<file path="config.mk">
export PLATFORM = sky130hd
export DESIGN_NAME = mss_sequencer
export DESIGN_NICKNAME = d
export VERILOG_FILES = /design/src/rtl/mss_pkg.sv /design/src/rtl/mss_sync.sv /design/src/rtl/mss_sequencer.sv
export VERILOG_INCLUDE_DIRS = /design/src /design/src/rtl
export SDC_FILE = /design/constraint.sdc
export NUM_CORES = 1
export LEC_CHECK = 0
export ABC_AREA = 1
export BUFFER_PORTS_ARGS = -buffer_cell sky130_fd_sc_hd__buf_4
export CAP_MARGIN = 20
export CORE_ASPECT_RATIO = 0.8
export CORE_UTILIZATION = 30
export DETAILED_ROUTE_END_ITERATION = 10
export HOLD_SLACK_MARGIN = 0.06
export SYNTH_ARGS = -nofsm -noshare
export SYNTH_HDL_FRONTEND = slang
export SYNTH_HIERARCHICAL = 1
export SYNTH_SLANG_ARGS = --single-unit
</file>
<file path="constraint.sdc">
create_clock -name clk_in -period 11 [get_ports clk_in]
set_input_delay 2.2 -clock clk_in [delete_from_list [all_inputs] [get_ports clk_in]]
set_output_delay 2.2 -clock clk_in [all_outputs]
set_load 0.05 [all_outputs]
</file>
<file path="src/rtl/mss_regs.svh">
// mss_regs.svh: register offsets, field positions, reset values and timing
// assumes: included by the sequencer design files only
`ifndef MSS_REGS_SVH
`define MSS_REGS_SVH
// ----------------------------------------------------------------
// register byte offsets
// ----------------------------------------------------------------
`define MSS_CTRL_OFS 8'h00
`define MSS_SS_CFG_OFS 8'h04
`define MSS_KICK_CFG_OFS 8'h08
`define MSS_LIMIT_OFS 8'h0C
`define MSS_STATUS_OFS 8'h10
`define MSS_IRQ_STAT_OFS 8'h14
`define MSS_IRQ_MASK_OFS 8'h18
`define MSS_ELAPSED_OFS 8'h1C
// ----------------------------------------------------------------
// ctrl fields
// ----------------------------------------------------------------
`define MSS_CTRL_FVM_BIT 0
`define MSS_CTRL_TERM_BIT 1
`define MSS_CTRL_STOPSEL_LSB 4
`define MSS_CTRL_RESET 32'h0000_0002
// ----------------------------------------------------------------
// interrupt bits
// ----------------------------------------------------------------
`define MSS_IRQ_RUN_BIT 0
`define MSS_IRQ_STOP_BIT 1
`define MSS_IRQ_SS_BIT 2
`define MSS_IRQ_LIMIT_BIT 3
`define MSS_IRQ_SPEED_BIT 4
// ----------------------------------------------------------------
// timing
// ----------------------------------------------------------------
`define MSS_CLK_MHZ 200
`define MSS_TICK_US 100
`define MSS_TICK_CYC (`MSS_TICK_US * `MSS_CLK_MHZ)
`endif

</file>
<file path="src/rtl/mss_pkg.sv">
// mss_pkg.sv: types shared by the sequencer files
// assumes: nothing
package mss_pkg;
  typedef enum logic [2:0] {
    MSS_IDLE = 3'b000,
    MSS_RUN = 3'b001,
    MSS_SS_KICK = 3'b010,
    MSS_SS_RUN = 3'b011
  } mss_state_e;
  typedef struct packed {
    logic start;
    logic ss_fwd;
    logic ss_rev;
    logic at_speed;
    logic [3:0] di;
  } mss_pins_s;
  typedef struct packed {
    logic run_relay;
    logic at_speed_relay;
    logic ss_relay;
    logic ss_dir_rev;
    logic gate_en;
    logic [7:0] current_ref;
  } mss_drive_s;
endpackage : mss_pkg

</file>
<file path="src/rtl/mss_sync.sv">
// mss_sync.sv: two-flop synchroniser for a bundle of pin levels
// assumes: inputs are asynchronous levels
`timescale 1ns/10ps
module mss_sync (
  input wire logic clk_in,
  input wire logic rst_in,
  input wire mss_pkg::mss_pins_s pins_in,
  output mss_pkg::mss_pins_s pins_out
);
  import mss_pkg::*;
  mss_pins_s meta;
  always_ff @(posedge clk_in or posedge rst_in) begin
    if (rst_in) begin
      meta <= '0;
      pins_out <= '0;
    end else begin
      meta <= pins_in;
      pins_out <= meta;
    end
  end
endmodule : mss_sync

</file>
<file path="src/rtl/mss_sequencer.sv">
// mss_sequencer.sv: start/stop and slow-speed sequencer, avalon slave
// assumes: 200 MHz clk_in, pins asynchronous, avalon master on same clock
//
// How it works
// - kick time counts toward the slow-speed time limit
// - slow-speed elapsed timer clears whenever the motor is stopped
// - kick level off skips kick and goes straight to slow level
// - slow speed applies kick level for kick time, then slow level
// - full-voltage mode: start energizes the run relay and contactor
// - full-voltage mode: at-speed decision energizes at-speed relay
// - full-voltage mode suppresses thyristor and stack overload faults
// - full-voltage mode ignores ramp, kick and decel settings
// - full-voltage mode keeps all thyristor gate drives off
// - 2-wire: run while start high, stop when it drops
// - 3-wire: latch on start pulse, run until a stop input low
// - start rising edge with stop input high picks 3-wire
// - slow-speed request only when idle, terminal source, direction input
// - slow-speed time limited; limit 0 disables the limit, elapsed still counts
`timescale 1ns/10ps
`include "mss_regs.svh"
module mss_sequencer (
  input wire logic clk_in,
  input wire logic rst_in,
  input wire logic [7:0] avs_address_in,
  input wire logic avs_read_in,
  input wire logic avs_write_in,
  input wire logic [31:0] avs_writedata_in,
  input wire logic [3:0] avs_byteenable_in,
  output logic [31:0] avs_readdata_out,
  output logic avs_waitrequest_out,
  input wire mss_pkg::mss_pins_s pins_in,
  output mss_pkg::mss_drive_s drive_out,
  output logic stack_prot_en_out,
  output logic irq_out
);
  import mss_pkg::*;

  // ----------------------------------------------------------------
  // state
  // ----------------------------------------------------------------
  typedef struct packed {
    mss_state_e st;
    logic three_wire;
    logic start_d;
    logic ss_hold;
    logic [31:0] ctrl;
    logic [31:0] ss_cfg;
    logic [31:0] kick_cfg;
    logic [15:0] limit;
    logic [4:0] irq_stat;
    logic [4:0] irq_mask;
    logic [15:0] tick_cnt;
    logic [15:0] elapsed;
    logic [15:0] kick_left;
    logic ack;
    logic wait_req;
    logic [31:0] rdata;
    mss_drive_s drv;
    logic stack_prot;
    logic irq;
  } mss_regs_s;

  mss_regs_s r;
  mss_regs_s next_r;
  mss_pins_s pins;

  // ----------------------------------------------------------------
  // pin synchroniser
  // ----------------------------------------------------------------
  mss_sync u_sync (
    .clk_in(clk_in),
    .rst_in(rst_in),
    .pins_in(pins_in),
    .pins_out(pins)
  );

  // ----------------------------------------------------------------
  // helpers
  // ----------------------------------------------------------------
  // byte-enable merge, used by ctrl, ss_cfg, kick_cfg and limit
  function automatic logic [31:0] mss_merge(input logic [31:0] old,
      input logic [31:0] wd, input logic [3:0] be);
    logic [31:0] res;
    res = old;
    for (int i = 0; i < 4; i++) begin
      if (be[i]) begin
        res[i*8 +: 8] = wd[i*8 +: 8];
      end
    end
    return res;
  endfunction : mss_merge

  // 2-wire follows the start level, 3-wire waits for a selected stop low
  function automatic logic mss_stop_now(input logic three,
      input logic stop_lo, input logic start);
    logic res;
    res = three ? stop_lo : !start;
    return res;
  endfunction : mss_stop_now

  // ----------------------------------------------------------------
  // decoded settings and pin views
  // ----------------------------------------------------------------
  logic fvm;
  logic term_src;
  logic [3:0] stop_sel;
  logic stop_high;
  logic stop_low;
  logic start_rise;
  logic [7:0] ss_level;
  logic [7:0] kick_level;
  logic [15:0] kick_time;
  logic tick;
  logic limit_hit;
  logic [4:0] ev;
  logic [31:0] wmerged;
  logic acc;
  logic take_wr;

  // ----------------------------------------------------------------
  // decode
  // ----------------------------------------------------------------
  always_comb begin
    fvm = r.ctrl[`MSS_CTRL_FVM_BIT];
    term_src = r.ctrl[`MSS_CTRL_TERM_BIT];
    stop_sel = r.ctrl[`MSS_CTRL_STOPSEL_LSB +: 4];
    // a stop input is any di selected as stop
    stop_high = |(stop_sel & pins.di);
    stop_low = |(stop_sel & ~pins.di);
    start_rise = pins.start & ~r.start_d;
    ss_level = r.ss_cfg[7:0];
    kick_level = r.kick_cfg[7:0];
    kick_time = r.kick_cfg[31:16];
    tick = (r.tick_cnt == 16'(`MSS_TICK_CYC - 1));
    limit_hit = (r.limit != 16'h0000) && (r.elapsed >= r.limit);
    acc = (avs_read_in | avs_write_in) & ~r.ack;
    // writes land at the edge that sees waitrequest low
    take_wr = avs_write_in & r.ack;
    wmerged = 32'h0000_0000;
    unique case (avs_address_in)
      `MSS_CTRL_OFS: wmerged = mss_merge(r.ctrl, avs_writedata_in,
        avs_byteenable_in);
      `MSS_SS_CFG_OFS: wmerged = mss_merge(r.ss_cfg, avs_writedata_in,
        avs_byteenable_in);
      `MSS_KICK_CFG_OFS: wmerged = mss_merge(r.kick_cfg, avs_writedata_in,
        avs_byteenable_in);
      `MSS_LIMIT_OFS: wmerged = mss_merge({16'h0000, r.limit},
        avs_writedata_in, avs_byteenable_in);
      default: wmerged = avs_writedata_in & {{8{avs_byteenable_in[3]}},
        {8{avs_byteenable_in[2]}}, {8{avs_byteenable_in[1]}},
        {8{avs_byteenable_in[0]}}};
    endcase
  end

  // ----------------------------------------------------------------
  // next state
  // ----------------------------------------------------------------
  always_comb begin
    next_r = r;
    ev = 5'b00000;
    next_r.start_d = pins.start;
    next_r.tick_cnt = tick ? 16'h0000 : r.tick_cnt + 16'h0001;
    // a slow-speed request must drop before a new one is taken
    if (!(pins.ss_fwd | pins.ss_rev)) begin
      next_r.ss_hold = 1'b0;
    end
    unique case (r.st)
      MSS_IDLE: begin
        next_r.elapsed = 16'h0000;
        // restart the tick phase so kick and limit time from entry
        next_r.tick_cnt = 16'h0000;
        // start beats a slow-speed request seen in the same cycle
        if (start_rise) begin
          next_r.three_wire = stop_high;
          next_r.st = MSS_RUN;
          ev[`MSS_IRQ_RUN_BIT] = 1'b1;
        end else if ((pins.ss_fwd | pins.ss_rev) && term_src && !fvm
            && ss_level != 8'h00 && !r.ss_hold) begin
          next_r.drv.ss_dir_rev = pins.ss_rev & ~pins.ss_fwd;
          next_r.kick_left = kick_time;
          ev[`MSS_IRQ_SS_BIT] = 1'b1;
          if (kick_level == 8'h00 || kick_time == 16'h0000) begin
            next_r.st = MSS_SS_RUN;
          end else begin
            next_r.st = MSS_SS_KICK;
          end
        end
      end
      MSS_RUN: begin
        if (mss_stop_now(r.three_wire, stop_low, pins.start)) begin
          next_r.st = MSS_IDLE;
          ev[`MSS_IRQ_STOP_BIT] = 1'b1;
        end
      end
      MSS_SS_KICK, MSS_SS_RUN: begin
        if (tick && r.elapsed != 16'hFFFF) begin
          next_r.elapsed = r.elapsed + 16'h0001;
        end
        if (r.st == MSS_SS_KICK && tick) begin
          next_r.kick_left = r.kick_left - 16'h0001;
          if (r.kick_left == 16'h0001) begin
            next_r.st = MSS_SS_RUN;
          end
        end
        // the limit wins over a dropped direction input
        if (limit_hit) begin
          next_r.st = MSS_IDLE;
          // a request still held must not restart slow speed at once
          next_r.ss_hold = 1'b1;
          ev[`MSS_IRQ_LIMIT_BIT] = 1'b1;
        end else if (!(pins.ss_fwd | pins.ss_rev)) begin
          next_r.st = MSS_IDLE;
          ev[`MSS_IRQ_STOP_BIT] = 1'b1;
        end
      end
      default: next_r.st = MSS_IDLE;
    endcase
    // ----------------------------------------------------------------
    // relay, gate and current outputs
    // ----------------------------------------------------------------
    // drive outputs from the next state so they leave one flop
    next_r.drv.run_relay = (next_r.st == MSS_RUN);
    next_r.drv.at_speed_relay = (next_r.st == MSS_RUN) && pins.at_speed;
    if (next_r.drv.at_speed_relay && !r.drv.at_speed_relay) begin
      ev[`MSS_IRQ_SPEED_BIT] = 1'b1;
    end
    next_r.drv.ss_relay = (next_r.st == MSS_SS_KICK)
      || (next_r.st == MSS_SS_RUN);
    // ramp and kick are soft-start features; contactor mode skips them
    next_r.drv.gate_en = !fvm && (next_r.st != MSS_IDLE);
    unique case (next_r.st)
      MSS_SS_KICK: next_r.drv.current_ref = kick_level;
      MSS_SS_RUN: next_r.drv.current_ref = ss_level;
      MSS_RUN: next_r.drv.current_ref = fvm ? 8'h00 : 8'hFF;
      default: next_r.drv.current_ref = 8'h00;
    endcase
    next_r.stack_prot = !fvm;
    // ----------------------------------------------------------------
    // bus slave: one wait cycle, answer on the second
    // ----------------------------------------------------------------
    next_r.ack = acc;
    // a flop, so waitrequest also stands high while the bus is idle
    next_r.wait_req = ~acc;
    next_r.rdata = 32'h0000_0000;
    if (acc && avs_read_in) begin
      unique case (avs_address_in)
        `MSS_CTRL_OFS: next_r.rdata = r.ctrl;
        `MSS_SS_CFG_OFS: next_r.rdata = r.ss_cfg;
        `MSS_KICK_CFG_OFS: next_r.rdata = r.kick_cfg;
        `MSS_LIMIT_OFS: next_r.rdata = {16'h0000, r.limit};
        `MSS_STATUS_OFS: next_r.rdata = {24'h0, r.three_wire, fvm,
          r.drv.at_speed_relay, 2'b00, r.st};
        `MSS_IRQ_STAT_OFS: next_r.rdata = {27'h0, r.irq_stat};
        `MSS_IRQ_MASK_OFS: next_r.rdata = {27'h0, r.irq_mask};
        `MSS_ELAPSED_OFS: next_r.rdata = {16'h0000, r.elapsed};
        default: next_r.rdata = 32'h0000_0000;
      endcase
    end
    // ----------------------------------------------------------------
    // register writes and interrupt
    // ----------------------------------------------------------------
    next_r.irq_stat = r.irq_stat;
    if (take_wr) begin
      unique case (avs_address_in)
        `MSS_CTRL_OFS: next_r.ctrl = wmerged;
        `MSS_SS_CFG_OFS: next_r.ss_cfg = wmerged;
        `MSS_KICK_CFG_OFS: next_r.kick_cfg = wmerged;
        `MSS_LIMIT_OFS: next_r.limit = wmerged[15:0];
        `MSS_IRQ_STAT_OFS: next_r.irq_stat = r.irq_stat & ~wmerged[4:0];
        `MSS_IRQ_MASK_OFS: next_r.irq_mask = wmerged[4:0];
        default: next_r.limit = r.limit;
      endcase
    end
    // a new event wins over a clear in the same cycle
    next_r.irq_stat = next_r.irq_stat | ev;
    next_r.irq = |(next_r.irq_stat & next_r.irq_mask);
  end

  // ----------------------------------------------------------------
  // registers
  // ----------------------------------------------------------------
  always_ff @(posedge clk_in or posedge rst_in) begin
    if (rst_in) begin
      r <= '0;
      r.st <= MSS_IDLE;
      r.ctrl <= `MSS_CTRL_RESET;
      r.stack_prot <= 1'b1;
      r.wait_req <= 1'b1;
    end else begin
      r <= next_r;
    end
  end

  // ----------------------------------------------------------------
  // outputs, all straight from flops
  // ----------------------------------------------------------------
  assign avs_readdata_out = r.rdata;
  assign avs_waitrequest_out = r.wait_req;
  assign drive_out = r.drv;
  assign stack_prot_en_out = r.stack_prot;
  assign irq_out = r.irq;
endmodule : mss_sequencer

</file>
Word level (Yosys, flattened, before mapping)

Cells that the tools add are included.
W data, S select, Z words.

Flip-flop bits (word level): 241
Bits of input ports: 56
Output and inout port bits: 48
Logic and storage cells: 170

Add/subtract/negate cells: 3
Magnitude comparators: 1
Equality and inequality tests: 20
Multiplexer cells: 56
Bitwise operators: 19
Reductions and logical operators: 37

Operator list:

| operator                | number |
|---|---|
| $pmux W32 S8            | 1 |
| $mux W8                 | 17 |
| $pmux W32 S4            | 1 |
| $mux W16                | 6 |
| $pmux W32 S2            | 1 |
| $add A16 B1 Y16 const B | 2 |
| $and A32 B32 Y32        | 1 |
| $eq A8 B5 Y1 const B    | 4 |
| $mux W32                | 1 |
| $pmux W8 S3             | 1 |
| $mux W3                 | 7 |
| $eq A16 B1 Y1 const B   | 1 |
| $eq A16 B15 Y1 const B  | 1 |
| $eq A8 B4 Y1 const B    | 2 |
| $ge A16 B16 Y1          | 1 |
| $logic_not A16 Y1       | 1 |
| $logic_not A8 Y1        | 2 |
| $mux W1                 | 16 |
| $ne A16 B16 Y1 const B  | 1 |
| $reduce_bool A16 Y1     | 1 |
| $sub A16 B1 Y16 const B | 1 |
| $eq A3 B2 Y1 const B    | 4 |
| $reduce_and A2 Y1       | 6 |
| $logic_and A1 B1 Y1     | 11 |
| 26 further kinds        | 46 |

Longest topological paths before layout

Gate-level depths: netlist of run 1.

Word-level depth: 15
Mapped depth: 18
Mapped depth without buffers: 18

Cells and area by module

The synthesis of run 1 kept the hierarchy.

Modules (own cells, without submodules):

| module        | instances | cells each | area an instance (µm²) | sequential area each (µm²) |
|---|---|---|---|---|
| mss_sequencer | 1         | 1,526      | 11,946.5               | 5,634.2 |
| mss_sync      | 1         | 17         | 404.1                  | 400.4 |

Worst setup path after synthesis of run 1

OpenSTA, ideal clock, no wires.

Path kind: input-to-reg
Start: input avs_address_in[5]
End: register r[195] (netlist bit)
Library setup time: 0.077 ns
Data arrival time: 3.441 ns
Data required time: 10.923 ns
Path slack: 7.482 ns
Stages: 11
Path buffers: 1
Cell sequence: nor2_2 > nand3_4 > inv_2 > o211ai_2 > nand2_2 > inv_2 > or2_0 > buf_6 > o21ai_2 > nand2_1 > o21ai_1

Longest elaborated chain between the ends: 2
Elaborated cells on any way between the ends: 6
Those cells by class: eq/ne: 3; mux: 1; reduce/logical: 2

RTL lines:

| item                                              | line                 | source |
|---|---|---|
| start, declared                                   | mss_sequencer.sv:24  | `input wire logic [7:0] avs_address_in,` |
| $eq A8 B4 Y1 (tied with other cells)              | mss_sequencer.sv:140 | `unique case (avs_address_in)` |
| $pmux W32 S4 or $reduce_and A2 Y1 (tied branches) | n/a                  |  |
| end signal, assigned                              | mss_sequencer.sv:290 | `r <= next_r;` |
| end, declared                                     | mss_sequencer.sv:63  | `mss_regs_s r;` |

Parallel ways exist; a longest one is shown, timed or not.
A chain may end at the register's enable or synchronous reset.

Worst setup path in the final report of run 1

Start: input avs_address_in[1]
End: register r[132] (netlist bit)

Longest elaborated chain between the ends: 2
Elaborated cells on any way between the ends: 6
Those cells by class: eq/ne: 3; mux: 1; reduce/logical: 2

RTL lines:

| item                                              | line |
|---|---|
| $eq A8 B4 Y1 (tied with other cells)              | mss_sequencer.sv:140 |
| $pmux W32 S4 or $reduce_and A2 Y1 (tied branches) | n/a |

Parallel ways exist; a longest one is shown, timed or not.

==> results.md, run 1 <==
- The signal on the critical path passes through buf_4, nor2_4, nand3_2, nor2_4, inv_2, nand2_2, inv_2, or2_0, o21ai_2, nand2_1, o21ai_1.
- In this run the most critical hold path is launched from u_sync/meta[6]$_DFF_PP0_.
- Setup repair after global routing left no endpoint under its margin.
- In this run the clock root is driven by a clkbuf_16.
- The sequential share of power is 45.5%.
- The count of input and output buffers is 103.
- The remaining number of nets flagged by the antenna check after routing is 0.
- CTS built an H-tree with a depth of 1.
- The via count of the first global-routing pass came to 10150.
- In the final layout, the share of cells above drive strength 1 is 13.74%.
- Yosys mapped a number of flops with a built-in enable equal to 0.
- The critical path contains buffers and inverters numbering 3 combined.
- The post-route non-filler standard cell count is 2153.
- Among all stages on the critical path, the largest delay is contributed by or2_0.
- The clock drives 241 sinks.
- The worst setup path is of the in2reg kind.
- The floorplan step set the die width to 228.9 um.
- The critical path required time is 11450 ps.
- For the pin with the worst max-slew slack, the measured transition is 1072 ps.
- Once the floorplan was initialized, standard cells occupied 30.40% of the core.
- The detailed-router iteration count before antenna repair is 5.
- The combinational share of power is 8.6%.
- Of the total power, the share spent switching nets is 24.98%.
- After floorplanning, the core was sized to cover 40630 sq um.
- The number of antenna violations at the first check in global routing is 0.
- The post-CTS setup buffer count is 0.
- The count of placed standard cells including taps is 2100.
- The routed length per placed instance is 16.99 um.
- The beginning of the worst register-to-register path is r[224]$_DFF_PP0_.
- The internal power is 1.560 mW.
- The number of buffers on the longest clock path is 3.
- The path with the worst hold slack has its endpoint at u_sync/pins_out[6]$_DFF_PP0_.
- Dividing the final minimum period by the clock period gives 38.70%.
- The worst hold path passes through 0 cells.
- The half-perimeter wire length of the detailed placement result is 26.25 mm.
- The site row count is 66.
- The clock share of power is 45.9%.
- The later-pin clock latency in the skew report is 550 ps.
- The first global-routing pass estimated 58.26 mm of wire.
- The pin count of the biggest net entering global routing is 152.
- The largest stage delay on the critical path is 500 ps.
- The synthesized netlist cell count is 1543.
- The worst pin sits at a relative slew slack of 27.79%.
- 0 antenna diodes ended up in the layout.
- The reg-to-reg critical path endpoint is r[53]$_DFFE_PP0P_.
- Across all layers, the routed design uses 10500 vias.
- The total of cells resized after clock tree synthesis is 0.
- After clock tree synthesis, the flow added hold-fix buffers numbering 0.
- For the final database, setup skew stands at 22.24 ps.
- The number of hold violations in the final report came to 0.
- The startpoint type of the worst setup path is a primary input.
- Max-cap violations in this run came to 0.
- For the worst flop-to-flop path, the logic depth is 10.
- Dividing the detail-routed via count by the number of cells gives 4.876.
- The mean post-synth cell area is 8.004 sq um.
- The data arrival time of the critical path is 4700 ps.
- The worst min-delay path class is reg2reg.
- The proportion of register bits with asynchronous set or reset after synthesis is 100.0%.
- The area of placed instances is 13290 sq um.
- The cell area after synthesis is 12350 sq um.
- For this block, the initial DRC count from the detailed router was 991.
- From bottom edge to top edge, the die measures 183.5 um.
- The shortest period the worst path allows is 4257 ps.
- Wires add up to 36.57 mm.
- The final-report max-slew violation count came to 0.
- The most used flip-flop cell after synthesis is dfrtp_1.
- In this run, synthesis produced a sequential element count of 241.
- The power per cell area is 145.6 nW/um^2.
- The number of clock buffers added by TritonCTS is 28.
- The TritonCTS clock tree is yes.
- After routing the design area is 14280 sq um.
- For this run, the number of Yosys warnings is 6.
- The area enclosed by the die boundary is 41990 sq um.
- The worst-case IR drop observed on VDD is 0.0001062 V.
- The post-layout net count is 1663.
- The run finished with clean final reports.
- The total global routing overflow is 0.
- The routability congestion estimate from global placement is 0.8862.
- 104 I/O pins were placed.
- For this run, design rule violations remaining after detail routing come to 0.
- The overall fraction of global-route tracks in use is 17.51%.
- After layout, the design draws a total of 2.079 mW.
- Static timing analysis puts the maximum clock frequency at 234.9 MHz.
- The maximum fanout count along the critical path is 29.
- The count of unique library cells instantiated by Yosys is 46.
- Setup violations remaining at the end of the flow were counted as 0.
- For this design the static power due to leakage is 6.813 nW.
- The endpoint type of the worst setup path is a flip-flop.
- Summing the sequential cell areas from Yosys gives 48.86% of the chip area.
- The switching power is 0.5192 mW.
- From synthesis to final layout, the design area changed by 15.62%.
- Setup slack on the worst reg-to-reg path comes out at 7950 ps.
- The total negative setup slack is 0 ps.
- The synthesized net count is 1619.
- Clock-pin slew was measured on the worst setup and hold paths at 60 ps.
- On the critical path the largest part of the delay comes from simple AND/OR/NAND/NOR gates.
==> sequential cells by signal (all words and copies together), names as in the netlist <==
name                 count
avs_readdata_out        32
drive_out               13
kick_time               16
irq_out                  1
kick_level               8
u_sync/pins_out          8
u_sync/meta              8
fvm                      1
r                      152
avs_waitrequest_out      1
stack_prot_en_out        1
==> power by group through the flow <==
stage	Clock (mW)	Sequential, mW	Combinational, mW
after global routing	1.01	0.949	0.201
after CTS	0.976	0.945	0.178
after floorplan	0	0.957	0.118
after detailed placement	0	0.961	0.177
after global placement	0	0.960	0.175
final	0.955	0.946	0.178
==> cell usage after synthesis, types with 2 or more instances <==
cell / number / area share (%)
o21ai_1: 78 / 3.2
a221oi_1: 3 / 0.21
nor2_1: 127 / 3.9
buf_2: 21 / 0.85
nand3b_1: 2 / 0.12
nand3_1: 34 / 1.4
o21ai_0: 89 / 3.6
a22o_1: 2 / 0.14
or2_1: 3 / 0.15
ha_1: 20 / 2.0
o21ai_2: 17 / 1.2
nand2_2: 9 / 0.46
nor2_4: 4 / 0.36
inv_2: 12 / 0.36
a31oi_1: 7 / 0.35
nor3_1: 27 / 1.1
buf_6: 5 / 0.46
nor4_1: 9 / 0.46
dfrtp_1: 238 / 48
a211oi_1: 5 / 0.30
buf_4: 47 / 2.9
xor2_1: 15 / 1.1
nor2_2: 6 / 0.30
o211ai_1: 5 / 0.30
clkbuf_1: 22 / 0.67
nand4_1: 23 / 1.2
nor3b_1: 4 / 0.24
inv_1: 201 / 6.1
a22oi_1: 2 / 0.12
nand2_1: 370 / 11
o22ai_1: 46 / 2.3
o31ai_1: 5 / 0.30
a21oi_1: 66 / 2.7
dfstp_2: 3 / 0.64
buf_1: 2 / 0.061
o2111ai_1: 4 / 0.28
==> routing by layer <==
metal / routed length, um / track usage [%] / vias to the layer above
met2: 14980 / 25.12 / 355
met1: 17860 / 26.35 / 5018
met3: 2576 / 2.931 / 66
met4: 1148 / 6.000 / 0
met5: 0 / 0 / -
li1: - / - / 5058
==> how the worst max path moves through the flow <==
stage,start,endpoint,slack [ps],cells after the start
5_1_grt,avs_address_in[1],r[132]$_DFFE_PP0P_,6600,11
2_1_floorplan,rst_in,avs_readdata_out[0]$_DFF_PP0_,2640,1
6_report,avs_address_in[1],r[132]$_DFFE_PP0P_,6740,11
3_5_place_dp,avs_address_in[1],r[135]$_DFFE_PP0P_,6230,11
3_3_place_gp,avs_address_in[5],r[115]$_DFFE_PP0P_,6310,11
4_1_cts,avs_address_in[1],r[132]$_DFFE_PP0P_,6800,11
==> per-stage QoR <==
step | setup WS [ps] | hold slack, ps | util, %
6_report | 6743 | 349.2 | 35.15
3_3_place_gp | 6305 | 336.8 | 32.68
5_1_grt | 6598 | 356.8 | 35.15
4_1_cts | 6804 | 348.9 | 35.08
2_1_floorplan | 2642 | 331.2 | -
3_5_place_dp | 6233 | 335.5 | 32.71
==> worst register-to-register path: stages, from the launching register on <==
cell	delay (ps)
dfrtp_1	390
nor2_1	200
inv_2	80
nor2_2	590
inv_2	230
nor2_1	300
a21oi_1	80
nand3_1	470
inv_1	350
nand2_1	120
o21ai_0	90
==> layout by cell type (no fill, tap or decap), types with 23 or more instances in the layout <==
| cell | Yosys | final |
|---|---|---|
| nor2_1 | 127 | 125 |
| dfrtp_1 | 238 | 238 |
| inv_1 | 201 | 200 |
| o21ai_0 | 89 | 89 |
| a21oi_1 | 66 | 66 |
| buf_4 | 47 | 109 |
| o21ai_1 | 78 | 77 |
| nand4_1 | 23 | 23 |
| clkbuf_16 | 0 | 29 |
| nor3_1 | 27 | 27 |
| nand3_1 | 34 | 34 |
| o22ai_1 | 46 | 46 |
| nand2_1 | 370 | 370 |
==> cell families (layout without fill, tap and decap cells) <==
| family | count (synthesis) | count (layout) | synth area share, % |
|---|---|---|---|
| compound gates | 332 | 332 | 15.31 |
| xor+xnor | 15 | 15 | 1.064 |
| fa+ha+maj | 20 | 20 | 2.026 |
| buf+inv | 310 | 376 | 11.37 |
| flops | 241 | 241 | 48.86 |
| other cells | 1 | 1 | 0.03036 |
| simple gates | 624 | 624 | 21.35 |
==> layout make-up <==
| class | count | area (sq um) |
|---|---|---|
| clock inverter | 10 | 106.4 |
| inverter | 213 | 807.0 |
| sequential | 241 | 6035 |
| fill | 4206 | 26350 |
| clock buffer | 42 | 854.6 |
| timing repair buffer | 111 | 860.8 |
| tap | 544 | 680.7 |
| multi-input combinational | 992 | 4936 |
No activity file was read; power rests on OpenSTA's default activity.
==> run 2, diff against run 1 <==
==> constraint.sdc (replaced) <==
create_clock -name clk_in -period 3.4 [get_ports clk_in]
set_input_delay 0.68 -clock clk_in [delete_from_list [all_inputs] [get_ports clk_in]]
set_output_delay 0.68 -clock clk_in [all_outputs]
set_load 0.05 [all_outputs]
==> run 2 against run 1 <==
Net effect:
- first-iteration DRC count shrank 4.8%
- non-clock buffer count grew 11
- sequential share of layout area shrank 0.26 points
- combinational power grew to 3.3 times the previous value
- final cell count grew 0.42%
- routed wire length shrank 1.8%
- register-to-register slack lost 7300 ps
- setup slack lost 6100 ps
- design area grew 0.61%
==> results.md, run 2 (synthesized netlist as in run 1, its figures left out) <==
- The flow ran to the end, and the final reports show no timing, DRC or antenna violations.
- The worst register-to-register path has a setup slack of 660 ps.
- For this design, the sink count on the clock tree is 241.
- The endpoint identified for the worst register-to-register timing path is r[50]$_DFFE_PP0P_.
- The number of antenna diodes in the final layout is 0.
- The critical path required time is 3810 ps.
- The total power consumption of the routed design is 6.702 mW.
- The die is 183.5 um tall.
- The clock period could shrink to 2740 ps.
- The total core area is 40630 sq um.
- For this block, the initial DRC count from the detailed router was 943.
- The fmax is 365.0 MHz.
- The detailed-route DRC error count is 0.
- The overall fraction of global-route tracks in use is 17.19%.
- The relative max-transition margin is 32.06%.
- For this run, the slowest stage of the critical path takes 470 ps.
- STA classifies the critical path endpoint as a flip-flop.
- The pin count of the biggest net entering global routing is 81.
- The clock slew at the register clock pins of the worst setup and hold paths is 60 ps.
- At the end of the flow, the number of nets in the layout was 1674.
- Data arrives at the worst endpoint at 3150 ps.
- The startpoint type of the worst setup path is a flip-flop.
- After clock tree synthesis, the flow added hold-fix buffers numbering 0.
- The site row count is 66.
- Relative to the synthesized area, the layout overhead comes to 16.33%.
- The tree is rooted in a clkbuf_16.
- The detail route stage leaves a number of antenna-violating nets equal to 0.
- Measured in cells, the most critical reg-to-reg path has a length of 10.
- Port buffering added 103 buffers.
- The initial standard-cell utilization of the core is 30.40%.
- The top cell types in the final layout, fill and taps aside, are nand2_1, dfrtp_1, inv_1.
- The total of max-cap violations is 0.
- The longest clock path from root to sink contains 3 buffers.
- Across the routed clock network, the largest skew measured is 20.77 ps.
- The CTS buffer count is 28.
- Walking the worst path, the cells encountered are ha_1, nand2_1, nor2_1, nand2_1, nor2_1, inv_1, o21ai_0, nand3_1, inv_1, o21ai_0.
- The static leakage is 6.858 nW.
- The library cell used most frequently in the layout, excluding fill and tap cells, is nand2_1.
- The start-to-end type of the worst setup path is reg2reg.
- Once routing completed, OpenROAD measured the worst setup slack at 660.3 ps.
- The area of placed instances is 13420 sq um.
- The count of H-tree levels built during CTS is 1.
- In the finished design, the share of the clock period the worst path needs comes to 80.58%.
- The number of antenna violations at the first check in global routing is 0.
- At the placement stage, the worst setup path has a slack of 688.1 ps.
- The worst-case IR drop observed on VDD is 0.0003485 V.
- The beginning of the worst register-to-register path is r[81]$_DFF_PP0_.
- The number of placed instances, taps included, is 2112.
- The later pin in the worst-skew pair is clocked with a latency of 560 ps.
- Buffers added to address setup during post-CTS repair amount to 0.
- In the final timing run, aggregate negative setup slack is 0 ps.
- The wire length of the first global-routing pass is 57.61 mm.
- More flip-flops sit in one register than any other, and that register is r.
- The via count of the first global-routing pass is 10270.
- The power per cell area is 466.5 nW/um^2.
- The routed length per placed instance is 16.61 um.
- The total global routing overflow is 0.
- The via total after detailed routing is 10580.
- The count of cells in the finished layout, fillers not included, comes to 2162.
- Using the TritonRoute via totals, the vias-per-cell ratio works out to 4.893.
- The utilization of the core after routing is 35.36%.
- The tightest hold path in the finished design has a slack of 210.4 ps.
- The fraction of layout cells with a size suffix above 1 is 14.40%.
- The first detailed-routing pass took 5 iterations.
- Setup violations remaining at the end of the flow were counted as 0.
- The final-report max-slew violation count is 0.
- The total of cells resized after clock tree synthesis is 0.
- The worst hold path belongs to the class in2async.
- The HPWL after detailed placement is 26.11 mm.
- Setup repair after global routing left no endpoint under its margin.
- The number of hold violations in the final report is 0.
- The maximum fanout count along the critical path is 12.
- In this run the horizontal extent of the chip is 228.9 um.
- For this design, the slowest cell found on the critical path is inv_1.
- The TritonCTS clock tree is yes.
- The flip-flop count of the largest register, all copies and words added is 152.
- The I/O pin count is 104.
- The die covers 41990 sq um.
- The slew of the pin with the lowest slew margin is 1008 ps.
- Wires add up to 35.91 mm.
- The final cell area excluding filler cells is 14370 sq um.
- The congestion estimate from routability-driven global placement came to 0.8967.
-- run 2: changes by cell type in the layout (fill, tap and decap cells not counted) --
cell        change
clkbuf_8        -4
buf_12          +4
clkbuf_16       -1
clkinv_2        +1
buf_4           +9
buf_8           -1
clkinv_8        +1
inv_8           -1
clkinv_4        +3
clkinvlp_4      +1
bufinv_16       +1
buf_16          -1
clkbuf_1        -3
-- run 2: power breakdown --
group          switching [mW]  internal (mW)  total [mW]
logic                   0.403          0.178       0.581
clock network            1.23           1.83        3.06
registers              0.0686           2.99        3.06
-- run 2: worst max path at each step --
stage | from | endpoint | depth (start not counted)
after CTS | r[81]$_DFF_PP0_ | r[50]$_DFFE_PP0P_ | 10
final | r[81]$_DFF_PP0_ | r[50]$_DFFE_PP0P_ | 10
after global routing | r[81]$_DFF_PP0_ | r[50]$_DFFE_PP0P_ | 11
after global placement | avs_address_in[1] | irq_out$_DFF_PP0_ | 16
after detailed placement | avs_address_in[4] | r[131]$_DFFE_PP0P_ | 10
after floorplan | rst_in | avs_readdata_out[0]$_DFF_PP0_ | 1
-- run 2: area by class of cell --
type	instances	area (sq um)
clock buffer	34	763.2
fill	4210	26260
inverter	213	803.3
sequential	241	6035
tap	544	680.7
clock inverter	16	183.9
timing repair buffer	122	965.9
multi-input combinational	992	4936
-- run 2: worst max-delay path, delay by kind of cell, from the launching register on --
family	cells	cell delay [ps]
and+or+nand+nor	5	1070
AOI/OAI and AO/OA	2	370
DFF	1	380
buffers and inverters	2	590
adders and majority gates	1	170
-- run 2: routing by layer --
| layer | track usage (%) | wire length (um) | up-vias |
|---|---|---|---|
| li1 | - | - | 5083 |
| met1 | 25.51 | 17520 | 5093 |
| met2 | 25.46 | 15090 | 344 |
| met3 | 2.699 | 2327 | 59 |
| met4 | 5.413 | 967 | 0 |
| met5 | 0 | 0 | - |
